`config.mk`:
```
export PLATFORM = sky130hd
export DESIGN_NAME = odr_port
export DESIGN_NICKNAME = d
export VERILOG_FILES = /design/src/core/odr_pkg.sv /design/src/core/odr_port.sv
export SDC_FILE = /design/constraint.sdc
export NUM_CORES = 1
export LEC_CHECK = 0
export BUFFER_PORTS_ARGS = -buffer_cell sky130_fd_sc_hd__buf_2
export CAP_MARGIN = 20
export CORE_ASPECT_RATIO = 1.4
export CORE_UTILIZATION = 50
export DETAILED_ROUTE_END_ITERATION = 8
export PLACE_DENSITY = 0.74
export SLEW_MARGIN = 20
export SYNTH_ARGS = -nofsm -noshare
export SYNTH_HDL_FRONTEND = slang
export SYNTH_SLANG_ARGS = --single-unit
export TNS_END_PERCENT = 5
```
`constraint.sdc`:
```
create_clock -name i_clk -period 16.2 [get_ports i_clk]
set_input_delay 1.62 -clock i_clk [delete_from_list [all_inputs] [get_ports i_clk]]
set_output_delay 1.62 -clock i_clk [all_outputs]
set_load 0.01 [all_outputs]
```
`src/core/odr_pkg.sv`:
```
// constants and codes for the on-demand dma request port
//==============================================================
// What this block does
// - release and strobe pins act only while the on-demand mode bit is one
// - release request with transfer strobe together queues a channel 2 request
// - an accepted release request raises the bus-released notice
// - data lines stop being driven two cycles after the notice
// - strobe alone repeats the last channel, not right after a notice
// - reply strobe with read data, two cycles ahead of write data
// - channel number codes 00 to 11 sit in word bits 59 and 58
// - request word is 64 bits, bits 47 to 32 are ignored
// - size code in bits 63 to 61 selects size, clear or end
// - bit 60 picks read or write, address goes to source or destination
// - request mode bits 57 and 56 pick handshake, burst or cycle steal
// - eight-bit count, zero means the maximum of 16M transfers
// - for channels 1 to 3 only the channel number is used
// - count field ignored when request mode is 00
// - edge burst runs continuously, level burst and cycle steal handshake
// - channel 0 end word stops transfer and leaves the end flag unchanged
// - channel 0 setup word loads fixed control, count and address
// - software may write channel 0 registers, later setup word overwrites
// - after a channel 0 setup or handshake word, refuse requests until transfer completes
// - four-deep queues for channels 1 to 3 drop requests when full
// - channel 0 word with mode 00 and a size code other than prohibited or clear raises a handshake request
package odr_pkg;
    // register byte offsets
    localparam logic [7:0] ADDR_CTRL = 8'h00;
    localparam logic [7:0] ADDR_STAT = 8'h04;
    localparam logic [7:0] ADDR_CH0_CTRL = 8'h08;
    localparam logic [7:0] ADDR_CH0_SRC = 8'h0c;
    localparam logic [7:0] ADDR_CH0_DST = 8'h10;
    localparam logic [7:0] ADDR_CH0_TALLY = 8'h14;
    // control register bits
    localparam int CTRL_ODM_BIT = 0;
    localparam int CTRL_PFE_BIT = 1;
    localparam logic [1:0] CTRL_RESET = 2'h0;
    // channel0_control field positions
    localparam int CC_EN = 0;
    localparam int CC_DONE_FLAG = 1;
    localparam int CC_END_IRQ = 2;
    localparam int CC_UNIT_SIZE = 4;
    localparam int CC_STYLE = 7;
    localparam int CC_REQ_SRC = 8;
    localparam int CC_SRC_STEP = 12;
    localparam int CC_DST_STEP = 14;
    localparam int CC_ACK_LEVEL = 16;
    localparam int CC_REQ_LEVEL = 17;
    localparam int CC_REQ_SENSE = 18;
    localparam logic [31:0] CH0_CTRL_RESET = 32'h0;
    // request word fields
    localparam int W_SIZE = 61;
    localparam int W_RW = 60;
    localparam int W_ID = 58;
    localparam int W_MODE = 56;
    localparam int W_CNT = 48;
    // codes
    localparam logic [2:0] SIZE_PROHIB = 3'h5;
    localparam logic [2:0] SIZE_CLEAR = 3'h6;
    localparam logic [2:0] SIZE_END = 3'h7;
    localparam logic [1:0] MODE_HANDSHAKE = 2'h0;
    localparam logic [1:0] MODE_EDGE_BURST = 2'h1;
    localparam logic [1:0] MODE_STEAL = 2'h3;
    localparam logic [3:0] SRC_READ = 4'h2;
    localparam logic [3:0] SRC_WRITE = 4'h3;
    localparam logic [1:0] STEP_FIXED = 2'h1;
    localparam logic [2:0] QUEUE_DEPTH = 3'h4;
    localparam logic [1:0] CHAN_DIRECT = 2'h2;
    // notice to word spacing, in cycles
    localparam int RELEASE_GAP = 2;
    typedef enum logic [3:0] {
        ST_IDLE = 4'b0001,
        ST_NOTICE = 4'b0010,
        ST_GAP = 4'b0100,
        ST_WORD = 4'b1000
    } odr_state_t;
endpackage

```
`src/core/odr_port.sv`:
```
// on-demand dma request port with axi4-lite register slave
`timescale 1ns/1ps
`default_nettype none
module odr_port import odr_pkg::*; (
    // clock and reset
    input wire logic i_clk,
    input wire logic i_rst,
    // axi4-lite slave
    input wire logic [7:0] i_awaddr,
    input wire logic i_awvalid,
    output logic o_awready,
    input wire logic [31:0] i_wdata,
    input wire logic [3:0] i_wstrb,
    input wire logic i_wvalid,
    output logic o_wready,
    output logic [1:0] o_bresp,
    output logic o_bvalid,
    input wire logic i_bready,
    input wire logic [7:0] i_araddr,
    input wire logic i_arvalid,
    output logic o_arready,
    output logic [31:0] o_rdata,
    output logic [1:0] o_rresp,
    output logic o_rvalid,
    input wire logic i_rready,
    // external device pins, strobes active low
    input wire logic i_bus_release_request_n,
    input wire logic i_transfer_request_strobe_n,
    output logic o_bus_released_notice_n,
    output logic o_transfer_reply_strobe_n,
    input wire logic [63:0] i_data,
    output logic [63:0] o_data,
    output logic o_data_oe,
    // dma channel side
    input wire logic i_read_beat,
    input wire logic i_write_beat,
    input wire logic [63:0] i_write_data,
    input wire logic i_ch0_done,
    input wire logic [2:0] i_queue_take,
    output logic o_ch0_request,
    output logic [2:0] o_queue_pending,
    output logic [1:0] o_channel_number,
    output logic o_burst_continuous
);
    //==============================================================
    // register state
    logic [1:0] ctrl_q;
    logic [31:0] ch0_ctrl_q;
    logic [31:0] ch0_src_q;
    logic [31:0] ch0_dst_q;
    logic [31:0] ch0_tally_q;
    logic ch0_busy_q;
    logic ch0_req_q;
    logic last_valid_q;
    logic [1:0] last_ch_q;
    logic [2:0] qcnt_q [3];
    odr_state_t state_q;
    logic [63:0] wd1_q;
    logic wv1_q;
    logic [63:0] data_q;
    logic oe_q;

    function automatic logic reg_hit(input logic [7:0] a);
        reg_hit = (a == ADDR_CTRL) || (a == ADDR_STAT) || (a == ADDR_CH0_CTRL) ||
            (a == ADDR_CH0_SRC) || (a == ADDR_CH0_DST) || (a == ADDR_CH0_TALLY);
    endfunction

    function automatic logic [31:0] merge(input logic [31:0] old, input logic [31:0] nw, input logic [3:0] be);
        for (int i = 0; i < 4; i++) begin
            merge[i*8 +: 8] = be[i] ? nw[i*8 +: 8] : old[i*8 +: 8];
        end
    endfunction

    //==============================================================
    // axi4-lite write path
    logic aw_held_q;
    logic w_held_q;
    logic [7:0] awaddr_q;
    logic [31:0] wdata_q;
    logic [3:0] wstrb_q;
    logic bvalid_q;
    logic [1:0] bresp_q;
    logic wr_fire;

    assign o_awready = !aw_held_q && !bvalid_q;
    assign o_wready = !w_held_q && !bvalid_q;
    assign wr_fire = aw_held_q && w_held_q && !bvalid_q;
    assign o_bvalid = bvalid_q;
    assign o_bresp = bresp_q;

    always_ff @(posedge i_clk or posedge i_rst) begin
        if (i_rst) begin
            aw_held_q <= 1'b0;
            w_held_q <= 1'b0;
            awaddr_q <= 8'h0;
            wdata_q <= 32'h0;
            wstrb_q <= 4'h0;
            bvalid_q <= 1'b0;
            bresp_q <= 2'h0;
        end else begin
            if (i_awvalid && o_awready) begin
                aw_held_q <= 1'b1;
                awaddr_q <= i_awaddr;
            end
            if (i_wvalid && o_wready) begin
                w_held_q <= 1'b1;
                wdata_q <= i_wdata;
                wstrb_q <= i_wstrb;
            end
            if (wr_fire) begin
                aw_held_q <= 1'b0;
                w_held_q <= 1'b0;
                bvalid_q <= 1'b1;
                bresp_q <= reg_hit(awaddr_q) && (awaddr_q != ADDR_STAT) ? 2'h0 : 2'h2;
            end else if (bvalid_q && i_bready) begin
                bvalid_q <= 1'b0;
            end
        end
    end

    //==============================================================
    // axi4-lite read path
    logic rvalid_q;
    logic [31:0] rdata_q;
    logic [1:0] rresp_q;
    logic [31:0] stat_w;

    assign stat_w = {18'h0, last_valid_q, last_ch_q, ch0_req_q, ch0_busy_q,
        qcnt_q[2], qcnt_q[1], qcnt_q[0]};
    assign o_arready = !rvalid_q;
    assign o_rvalid = rvalid_q;
    assign o_rdata = rdata_q;
    assign o_rresp = rresp_q;

    always_ff @(posedge i_clk or posedge i_rst) begin
        if (i_rst) begin
            rvalid_q <= 1'b0;
            rdata_q <= 32'h0;
            rresp_q <= 2'h0;
        end else if (i_arvalid && o_arready) begin
            rvalid_q <= 1'b1;
            rresp_q <= reg_hit(i_araddr) ? 2'h0 : 2'h2;
            if (i_araddr == ADDR_CTRL) begin
                rdata_q <= {30'h0, ctrl_q};
            end else if (i_araddr == ADDR_STAT) begin
                rdata_q <= stat_w;
            end else if (i_araddr == ADDR_CH0_CTRL) begin
                rdata_q <= ch0_ctrl_q;
            end else if (i_araddr == ADDR_CH0_SRC) begin
                rdata_q <= ch0_src_q;
            end else if (i_araddr == ADDR_CH0_DST) begin
                rdata_q <= ch0_dst_q;
            end else if (i_araddr == ADDR_CH0_TALLY) begin
                rdata_q <= ch0_tally_q;
            end else begin
                rdata_q <= 32'h0;
            end
        end else if (rvalid_q && i_rready) begin
            rvalid_q <= 1'b0;
        end
    end

    always_ff @(posedge i_clk or posedge i_rst) begin
        if (i_rst) begin
            ctrl_q <= CTRL_RESET;
        end else if (wr_fire && awaddr_q == ADDR_CTRL && wstrb_q[0]) begin
            ctrl_q <= wdata_q[1:0];
        end
    end

    //==============================================================
    // pin front end
    logic odm;
    logic rel_req;
    logic strobe;
    logic direct;
    logic word_in;
    logic repeat_in;
    logic [2:0] w_size;
    logic [1:0] w_id;
    logic [1:0] w_mode;
    logic ch0_word;
    logic push_any;
    logic [1:0] push_ch;
    logic do_clear;
    logic do_end;
    logic do_setup;
    logic do_hs;

    assign odm = ctrl_q[CTRL_ODM_BIT];
    assign rel_req = odm && !i_bus_release_request_n;
    assign strobe = odm && !i_transfer_request_strobe_n;
    // direct request never arbitrates the bus, so no notice follows it
    assign direct = rel_req && strobe && state_q == ST_IDLE && !ch0_busy_q;
    assign word_in = state_q == ST_WORD && strobe && !ch0_busy_q;
    // strobe alone two cycles after a notice is a word, never a repeat
    assign repeat_in = state_q == ST_IDLE && strobe && !rel_req && last_valid_q && !ch0_busy_q;
    // bits 47 to 32 are never looked at
    assign w_size = i_data[W_SIZE +: 3];
    assign w_id = i_data[W_ID +: 2];
    assign w_mode = i_data[W_MODE +: 2];
    assign ch0_word = word_in && w_id == 2'h0;
    assign do_hs = ch0_word && w_mode == MODE_HANDSHAKE && w_size != SIZE_PROHIB && w_size != SIZE_CLEAR;
    assign do_end = ch0_word && w_mode != MODE_HANDSHAKE && w_size == SIZE_END;
    assign do_clear = ch0_word && w_mode != MODE_HANDSHAKE && w_size == SIZE_CLEAR;
    assign do_setup = ch0_word && w_mode != MODE_HANDSHAKE && !do_end && !do_clear;

    always_comb begin
        push_any = 1'b0;
        push_ch = 2'h0;
        if (direct) begin
            push_any = 1'b1;
            push_ch = CHAN_DIRECT;
        end else if (word_in && w_id != 2'h0) begin
            // only the channel number matters here
            push_any = 1'b1;
            push_ch = w_id;
        end else if (repeat_in && last_ch_q != 2'h0) begin
            push_any = 1'b1;
            push_ch = last_ch_q;
        end
    end

    //==============================================================
    // bus release sequence
    always_ff @(posedge i_clk or posedge i_rst) begin
        if (i_rst) begin
            state_q <= ST_IDLE;
        end else begin
            case (state_q)
                ST_IDLE: begin
                    if (rel_req && !strobe) begin
                        state_q <= ST_NOTICE;
                    end
                end
                ST_NOTICE: begin
                    state_q <= ST_GAP;
                end
                ST_GAP: begin
                    state_q <= ST_WORD;
                end
                ST_WORD: begin
                    state_q <= ST_IDLE;
                end
                default: begin
                    state_q <= ST_IDLE;
                end
            endcase
        end
    end

    assign o_bus_released_notice_n = state_q != ST_NOTICE;

    //==============================================================
    // last channel memory and channel 0 request
    always_ff @(posedge i_clk or posedge i_rst) begin
        if (i_rst) begin
            last_valid_q <= 1'b0;
            last_ch_q <= 2'h0;
        end else if (direct) begin
            last_valid_q <= 1'b1;
            last_ch_q <= CHAN_DIRECT;
        end else if (word_in && (w_id != 2'h0 || do_hs)) begin
            last_valid_q <= 1'b1;
            last_ch_q <= w_id;
        end
    end

    assign o_channel_number = last_ch_q;

    always_ff @(posedge i_clk or posedge i_rst) begin
        if (i_rst) begin
            ch0_req_q <= 1'b0;
        end else if (do_clear) begin
            ch0_req_q <= 1'b0;
        end else begin
            ch0_req_q <= do_hs || (repeat_in && last_ch_q == 2'h0);
        end
    end

    assign o_ch0_request = ch0_req_q;

    // busy from a channel 0 setup or handshake word until the channel reports completion
    always_ff @(posedge i_clk or posedge i_rst) begin
        if (i_rst) begin
            ch0_busy_q <= 1'b0;
        end else if (do_setup || do_hs) begin
            ch0_busy_q <= 1'b1;
        end else if (i_ch0_done || do_end || do_clear) begin
            ch0_busy_q <= 1'b0;
        end
    end

    //==============================================================
    // request queues for channels 1 to 3
    for (genvar c = 0; c < 3; c++) begin : g_queue
        logic push_c;
        logic pop_c;
        assign push_c = push_any && push_ch == 2'(c + 1) && qcnt_q[c] != QUEUE_DEPTH;
        assign pop_c = i_queue_take[c] && qcnt_q[c] != 3'h0;
        always_ff @(posedge i_clk or posedge i_rst) begin
            if (i_rst) begin
                qcnt_q[c] <= 3'h0;
            end else if (do_clear) begin
                qcnt_q[c] <= 3'h0;
            end else if (push_c && !pop_c) begin
                qcnt_q[c] <= qcnt_q[c] + 3'h1;
            end else if (pop_c && !push_c) begin
                qcnt_q[c] <= qcnt_q[c] - 3'h1;
            end
        end
        assign o_queue_pending[c] = qcnt_q[c] != 3'h0;
    end

    //==============================================================
    // channel 0 registers
    logic [31:0] setup_ctrl;
    always_comb begin
        setup_ctrl = CH0_CTRL_RESET;
        setup_ctrl[CC_EN] = 1'b1;
        setup_ctrl[CC_END_IRQ] = 1'b0;
        setup_ctrl[CC_UNIT_SIZE +: 3] = w_size;
        setup_ctrl[CC_STYLE] = w_mode != MODE_STEAL;
        setup_ctrl[CC_REQ_SRC +: 4] = i_data[W_RW] ? SRC_WRITE : SRC_READ;
        setup_ctrl[CC_SRC_STEP +: 2] = STEP_FIXED;
        setup_ctrl[CC_DST_STEP +: 2] = STEP_FIXED;
        setup_ctrl[CC_ACK_LEVEL] = 1'b0;
        setup_ctrl[CC_REQ_LEVEL] = 1'b0;
        setup_ctrl[CC_REQ_SENSE] = w_mode == MODE_EDGE_BURST;
    end

    // a setup word wins over a software write in the same cycle
    always_ff @(posedge i_clk or posedge i_rst) begin
        if (i_rst) begin
            ch0_ctrl_q <= CH0_CTRL_RESET;
        end else if (do_setup) begin
            ch0_ctrl_q <= setup_ctrl;
        end else begin
            if (wr_fire && awaddr_q == ADDR_CH0_CTRL) begin
                ch0_ctrl_q <= merge(ch0_ctrl_q, wdata_q, wstrb_q);
            end
            if (do_end) begin
                ch0_ctrl_q[CC_EN] <= 1'b0;
            end
            if (i_ch0_done) begin
                ch0_ctrl_q[CC_DONE_FLAG] <= 1'b1;
            end
        end
    end

    always_ff @(posedge i_clk or posedge i_rst) begin
        if (i_rst) begin
            ch0_src_q <= 32'h0;
            ch0_dst_q <= 32'h0;
            ch0_tally_q <= 32'h0;
        end else if (do_setup) begin
            // tally of zero stands for the full 16M count
            // mode 00 words never reach here, so their count is ignored
            ch0_tally_q <= {24'h0, i_data[W_CNT +: 8]};
            if (i_data[W_RW]) begin
                ch0_dst_q <= i_data[31:0];
            end else begin
                ch0_src_q <= i_data[31:0];
            end
        end else if (wr_fire) begin
            if (awaddr_q == ADDR_CH0_SRC) begin
                ch0_src_q <= merge(ch0_src_q, wdata_q, wstrb_q);
            end else if (awaddr_q == ADDR_CH0_DST) begin
                ch0_dst_q <= merge(ch0_dst_q, wdata_q, wstrb_q);
            end else if (awaddr_q == ADDR_CH0_TALLY) begin
                ch0_tally_q <= merge(ch0_tally_q, wdata_q, wstrb_q);
            end
        end
    end

    assign o_burst_continuous = ch0_ctrl_q[CC_STYLE] && ch0_ctrl_q[CC_REQ_SENSE];

    //==============================================================
    // reply strobe and write data pipe
    assign o_transfer_reply_strobe_n = !(i_read_beat || i_write_beat);

    // write data trails its strobe by two cycles; a beat landing in the word slot is dropped
    always_ff @(posedge i_clk or posedge i_rst) begin
        if (i_rst) begin
            wd1_q <= 64'h0;
            wv1_q <= 1'b0;
            data_q <= 64'h0;
            oe_q <= 1'b0;
        end else begin
            wd1_q <= i_write_data;
            wv1_q <= i_write_beat;
            data_q <= wd1_q;
            oe_q <= wv1_q && state_q != ST_GAP;
        end
    end

    assign o_data = data_q;
    assign o_data_oe = oe_q;
endmodule
`default_nettype wire

```
======== After elaboration in Yosys (flattened, before gate mapping) ========
Cells that the tools add are included.
word-level totals
  register bits ........................... 362
  output and inout port bits .............. 115
cells by class
  $add $sub $neg .......................... 6
  equality and inequality tests ........... 34
  mux-type cells .......................... 63
  reductions and logical operators ........ 140
operators with widths
  kind                                                  count
  2-to-1 mux 32 bit                                     22
  logical AND 1 bit                                     55
  AND reduction 5 bit                                   8
  nonzero test 2 bit                                    18
  equality test 8 x 4 -> 1 bit (second input constant)  4
  equality test 8 x 5 -> 1 bit (second input constant)  4
  2-to-1 mux 8 bit                                      4
  nonzero test 3 bit                                    10
  2-to-1 mux 3 bit                                      9
  2-to-1 mux 1 bit                                      19
  zero test 1 bit                                       18
  equality test 8 x 3 -> 1 bit (second input constant)  2
  zero test 8 bit                                       2
  logical OR 1 bit                                      16
  AND reduction 4 bit                                   4
  != test 3 bit (second input constant)                 5
  2-to-1 mux 2 bit                                      7
  case mux 4 bit (3 select lines)                       1
  AND reduction 2 bit                                   6
  != test 2 bit (second input constant)                 5
  adder 3 x 1 -> 3 bit (second input constant)          3
  subtractor 3 x 1 -> 3 bit (second input constant)     3
  != test 8 x 3 -> 1 bit (second input constant)        1
  equality test 3 bit (second input constant)           2
  other kinds (11)                                      15

======== Logic depth before layout (Yosys ltp) ========
  word-level depth ........................ 18
  gate-level depth with buffers ........... 10

======== Worst setup path after synthesis ========
Ideal clock, no wire load.
  path kind ............................... in2reg
  start ................................... in i_transfer_request_strobe_n
  end ..................................... reg qcnt_q[1] (netlist name)
  arrival ................................. 3678 ps
  setup slack ............................. 12455 ps
  cell stages on the path ................. 9
  cells stage by stage .................... or3b_1 -> clkbuf_1 -> a31o_2 -> a211o_1 -> nor2_1 -> fa_1 -> nor3_1 -> o21ai_0 -> nand2_1
between the ends
  word-level cells in the longest chain between the ends .. 16
  elaborated cells between the ends (all ways) .. 31
RTL lines
  item                                                           line                              source
  from (decl)                                                    odr_port.sv:28                    input wire logic i_transfer_request_strobe_n,
  zero test 1 bit (*)                                            odr_port.sv:192                   assign strobe = odm && !i_transfer_request_strobe_n;
  logical AND 1 bit (*)                                          odr_port.sv:192
  logical AND 1 bit (4 in series)                                odr_port.sv:197                   assign repeat_in = state_q == ST_IDLE && strobe && !rel_req && last_valid_q && !ch0_busy_q;
  logical AND 1 bit                                              odr_port.sv:218                   end else if (repeat_in && last_ch_q != 2'h0) begin
  2-to-1 mux 2 bit                                               odr_port.sv:218
  2-to-1 mux 2 bit                                               odr_port.sv:214                   end else if (word_in && w_id != 2'h0) begin
  2-to-1 mux 2 bit                                               odr_port.sv:211                   if (direct) begin
  equality test 2 bit                                            odr_port.sv:299                   assign push_c = push_any && push_ch == 2'(c + 1) && qcnt_q[c] != QUEUE_DEPTH;
  logical AND 1 bit (2 in series)                                odr_port.sv:299
  logical AND 1 bit / zero test 1 bit (equally long branches)    odr_port.sv:306, odr_port.sv:308
  2-to-1 mux 3 bit / logical AND 1 bit (equally long branches)   odr_port.sv:306, odr_port.sv:308
  2-to-1 mux 3 bit / nonzero test 3 bit (equally long branches)  -
  to (signal, indexed assignment)                                odr_port.sv:307                   qcnt_q[c] <= qcnt_q[c] + 3'h1;
  to (signal, indexed assignment)                                odr_port.sv:309                   qcnt_q[c] <= qcnt_q[c] - 3'h1;
  to (decl)                                                      odr_port.sv:56                    logic [2:0] qcnt_q [3];
Every way passes the cells marked *; elsewhere a longest branch is shown, timed or not.
A chain may end at the register's enable or synchronous reset.

======== Worst setup path in the final report ========
  start ................................... in i_transfer_request_strobe_n
  end ..................................... reg ch0_dst_q[5]
between the ends
  word-level cells in the longest chain between the ends .. 12
  elaborated cells between the ends (all ways) .. 19
RTL lines
  item                                                                         line                                               source
  zero test 1 bit (*)                                                          odr_port.sv:192
  logical AND 1 bit (*)                                                        odr_port.sv:192
  logical AND 1 bit (*) (2 in series)                                          odr_port.sv:195                                    assign word_in = state_q == ST_WORD && strobe && !ch0_busy_q;
  logical AND 1 bit (*)                                                        odr_port.sv:202                                    assign ch0_word = word_in && w_id == 2'h0;
  logical AND 1 bit (*)                                                        odr_port.sv:204, odr_port.sv:205, odr_port.sv:206
  logical AND 1 bit                                                            odr_port.sv:204                                    assign do_end = ch0_word && w_mode != MODE_HANDSHAKE && w_size == SIZE_END;
  zero test 1 bit                                                              odr_port.sv:206                                    assign do_setup = ch0_word && w_mode != MODE_HANDSHAKE && !do_end && !do_clear;
  logical AND 1 bit                                                            odr_port.sv:206
  logical AND 1 bit (*)                                                        odr_port.sv:206
  != test 2 bit (no source line) / nonzero test 2 bit (equally long branches)  -
  AND reduction 5 bit (no source line)                                         -
  to (signal assigned)                                                         odr_port.sv:361                                    ch0_dst_q <= i_data[31:0];
  to (signal assigned)                                                         odr_port.sv:369                                    ch0_dst_q <= merge(ch0_dst_q, wdata_q, wstrb_q);
  to (decl)                                                                    odr_port.sv:50                                     logic [31:0] ch0_dst_q;
Marks and branches as above.

==> impl_metrics.tcl <==
set metrics [dict create \
    antenna_left 0 \
    synth_area_mm2 0.01429 \
    p_int_uw 1801 \
    postCtsHoldBufs 0 \
    core_area_mm2 0.02784 \
    hold_viol 0 \
    drive_gt1_share_pct 33.02 \
    grt_first_pass_wirelength_um 57280 \
    clk_pin_slew_ns 0.07 \
    hpwl_um 25250 \
    nets 1677 \
    crit_chain "buf_2 > or3b_1 > nor4b_4 > buf_4 > and2_2 > a21o_1 > mux2_2" \
    powerDensity_mw_per_mm2 142.6 \
    cts_root_buffer "clkbuf_16" \
    p_comb_share_pct 17.3 \
    achievable-frequency_mhz 249.0 \
    yosysMostFrequentCell "dfrtp_1" \
    setup_slack_ns 12.18 \
    num_io_pins 310 \
    fin_crit_ns 4.017 \
    die_area_mm2 0.02927 \
    synth_top_area_share_pct 62.87 \
    min-delay-start "wd1_q[25]$_DFF_PP0_" \
    switchingPower_uw 683.4 \
    r2r_cells 6 \
    wire_per_inst_um 19.59 \
    relSlewSlack_pct 36.12 \
    insertion_delay_ns 0.53 \
    finalNonFillerCells 1876 \
    antenna_found_initial 1 \
    yosys_register_bits 360 \
    drv_slew 0 \
    dp_cells 1811 \
    avgSynthCellArea_um2 11.95 \
    sequentialPowerShare_pct 46.2 \
    die-height_um 202.0 \
    start_util_pct 51.33 \
    yosysSeqAreaShare_pct 63.06 \
    p_leak_uw 0.008370 \
    fin_skew_ns 0.01460 \
    drt_iter0_markers 666 \
    cp.arrival_ns 4.42 \
    vias_per_cell 5.564 \
    drc 0 \
    worst_slew_pin_slew_ns 0.9450 \
    whs_endpoint "o_data[25]$_DFF_PP0_" \
    fin_crit_sh_pct 24.80 \
    status "finished, final reports clean" \
    gp_congestion 0.8841 \
    power_uw 2484 \
    drv_cap 0 \
    required_ns 16.60 \
    synth_cell_type_count 68 \
    ir_worst_vdd_mv 0.1193 \
    rows 72 \
    synth-async-reset-ratio_pct 100.0 \
    grt_max_degree 190 \
    synth_cells 1196 \
    start_kind "input port" \
    p_clk_share_pct 36.5 \
    final.setup.tns_ns 0 \
    synth_area_leaders "dfrtp_1 63%, mux2_2 8.4%, nand2_1 5.5%, o21ai_0 3.6%, mux2i_1 2.4%" \
    h-tree-depth 2 \
    vias 10440 \
    numCtsBuffers 35 \
    worstReg2RegEnd "ch0_dst_q[5]$_DFFE_PP0P_" \
    critical_path_class "input port to flop" \
    dieWidth_um 144.9 \
    cp_max_fo 63 \
    synthFlopType "dfrtp_1" \
    swShare_pct 27.51 \
    setup_violations 0 \
    r2r_slack_ns 12.91 \
    fin_util_pct 62.57 \
    hold_depth 0 \
    gr-total-overflow 0 \
    drt_wl_total_um 36750 \
    post_cts_buffers 0 \
    cts_sinks 360 \
    area_growth_pct 21.89 \
    first_global_vias 10580 \
    detail_route.first_pass.iterations 6 \
    cts_tree "yes" \
    preCtsSetupSlack_ns 11.67 \
    yosys-top-cells-count "359 x dfrtp_1, 208 x nand2_1, 106 x mux2_2" \
    portBuffers 291 \
    clk_path_buf_depth 3 \
    crit_path_top_delay_cell "buf_4" \
    cpPeakStageDelay_ns 0.62 \
    endpoint_kind "flop" \
    rsz0062_at_grt "false" \
    cts-resized-gates 0 \
    hold_path_class "flop to flop" \
    rr_startpoint "ctrl_q[0]$_DFFE_PP0P_" \
    grt_usage_pct 26.10 \
    synth_top_area_cell "dfrtp_1" \
    yosys_warnings 0 \
    synth_edf_count 0 \
]
-- stage by stage --
step / hold slack, ns / instance area (um2)
6_report: 0.3431 / 17420
3_5_place_dp: 0.3347 / 16100
4_1_cts: 0.3427 / 17380
5_1_grt: 0.3485 / 17420
3_3_place_gp: 0.3310 / 16100
2_1_floorplan: 0.3312 / 14290
-- layout by cell type (no fill, tap or decap), types with 7 or more instances in the layout --
cell type	netlist	final
dfrtp_1	359	359
buf_2	8	291
nand2_1	208	207
mux2_2	106	106
o21ai_0	102	102
nor2_1	46	46
clkbuf_16	0	35
mux2i_1	34	34
a21oi_1	27	27
a31oi_1	27	27
inv_1	18	17
a22oi_1	17	17
buf_4	9	17
o211ai_1	15	15
a21o_1	14	14
nand3_1	11	11
and3_1	9	9
nor2b_1	10	9
nor3_1	9	9
bufinv_16	0	9
a222oi_1	8	8
o221ai_1	7	7
o21a_1	7	7
-- cells by family (layout without fill, tap and decap cells) --
family                   after synthesis  after routing  share of synthesized area, %
other                                  1              3                       0.02624
AND/OR/NAND/NOR                      348            348                         11.35
adder cells (fa/ha/maj)                3              3                        0.4203
XOR/XNOR                               4              4                        0.5341
flip-flops                           360            360                         63.06
multiplexers                         140            140                         10.74
buffers and inverters                 83            391                         2.496
AO/OA/AOI/OAI                        257            257                         11.38
-- worst max path at each step --
stage,startpoint,end,slack [ns],depth (start not counted)
after CTS,i_transfer_request_strobe_n,ch0_dst_q[16]$_DFFE_PP0P_,12.21,7
after detailed placement,i_transfer_request_strobe_n,ch0_dst_q[16]$_DFFE_PP0P_,11.67,7
final,i_transfer_request_strobe_n,ch0_dst_q[5]$_DFFE_PP0P_,12.18,7
after global routing,i_transfer_request_strobe_n,ch0_dst_q[24]$_DFFE_PP0P_,12.07,7
after floorplan,i_rst,aw_held_q$_DFFE_PP0P_,4.59,1
after global placement,i_transfer_request_strobe_n,ch0_dst_q[17]$_DFFE_PP0P_,11.71,7
-- worst max-delay path: cells and delay by family --
kind            cells  cell delay, ns
compound gates      1            0.38
buf+inv             2            0.73
mux                 1            0.39
simple gates        3            1.26
-- metal layers --
layer / GRT usage [%] / share of wire, %
met1: 32.34 / 39
met2: 44.01 / 51
met3: 5.710 / 7.1
met4: 10.41 / 3.2
met5: 0 / 0
-- sequential cells by signal, indices dropped and copies added (netlist names), 4 cells and up --
signal and cells:
ch0_src_q 32, wstrb_q 4, awaddr_q 8, o_data 64, ch0_ctrl_q 32, wdata_q 32, o_rdata 32, wd1_q 64
ch0_dst_q 32, ch0_tally_q 32, state_q 4, qcnt_q 9
-- power by group through the flow --
stage	clock network, uW	registers (uW)	logic (uW)
floorplan	0	1130	306
global placement	0	1150	410
detailed placement	0	1160	429
CTS	921	1150	432
global route	957	1170	482
finish	906	1150	430
-- layout make-up --
class | instances | area (um2)
antenna | 1 | 2.502
clock buffer | 43 | 945.9
clock inverter | 20 | 341.6
fill | 2194 | 10420
inverter | 18 | 75.07
multi-input combinational | 754 | 4947
sequential | 360 | 9010
tap | 370 | 462.9
timing repair buffer | 310 | 1632
Note: power is estimated with default switching activity, not from simulation.
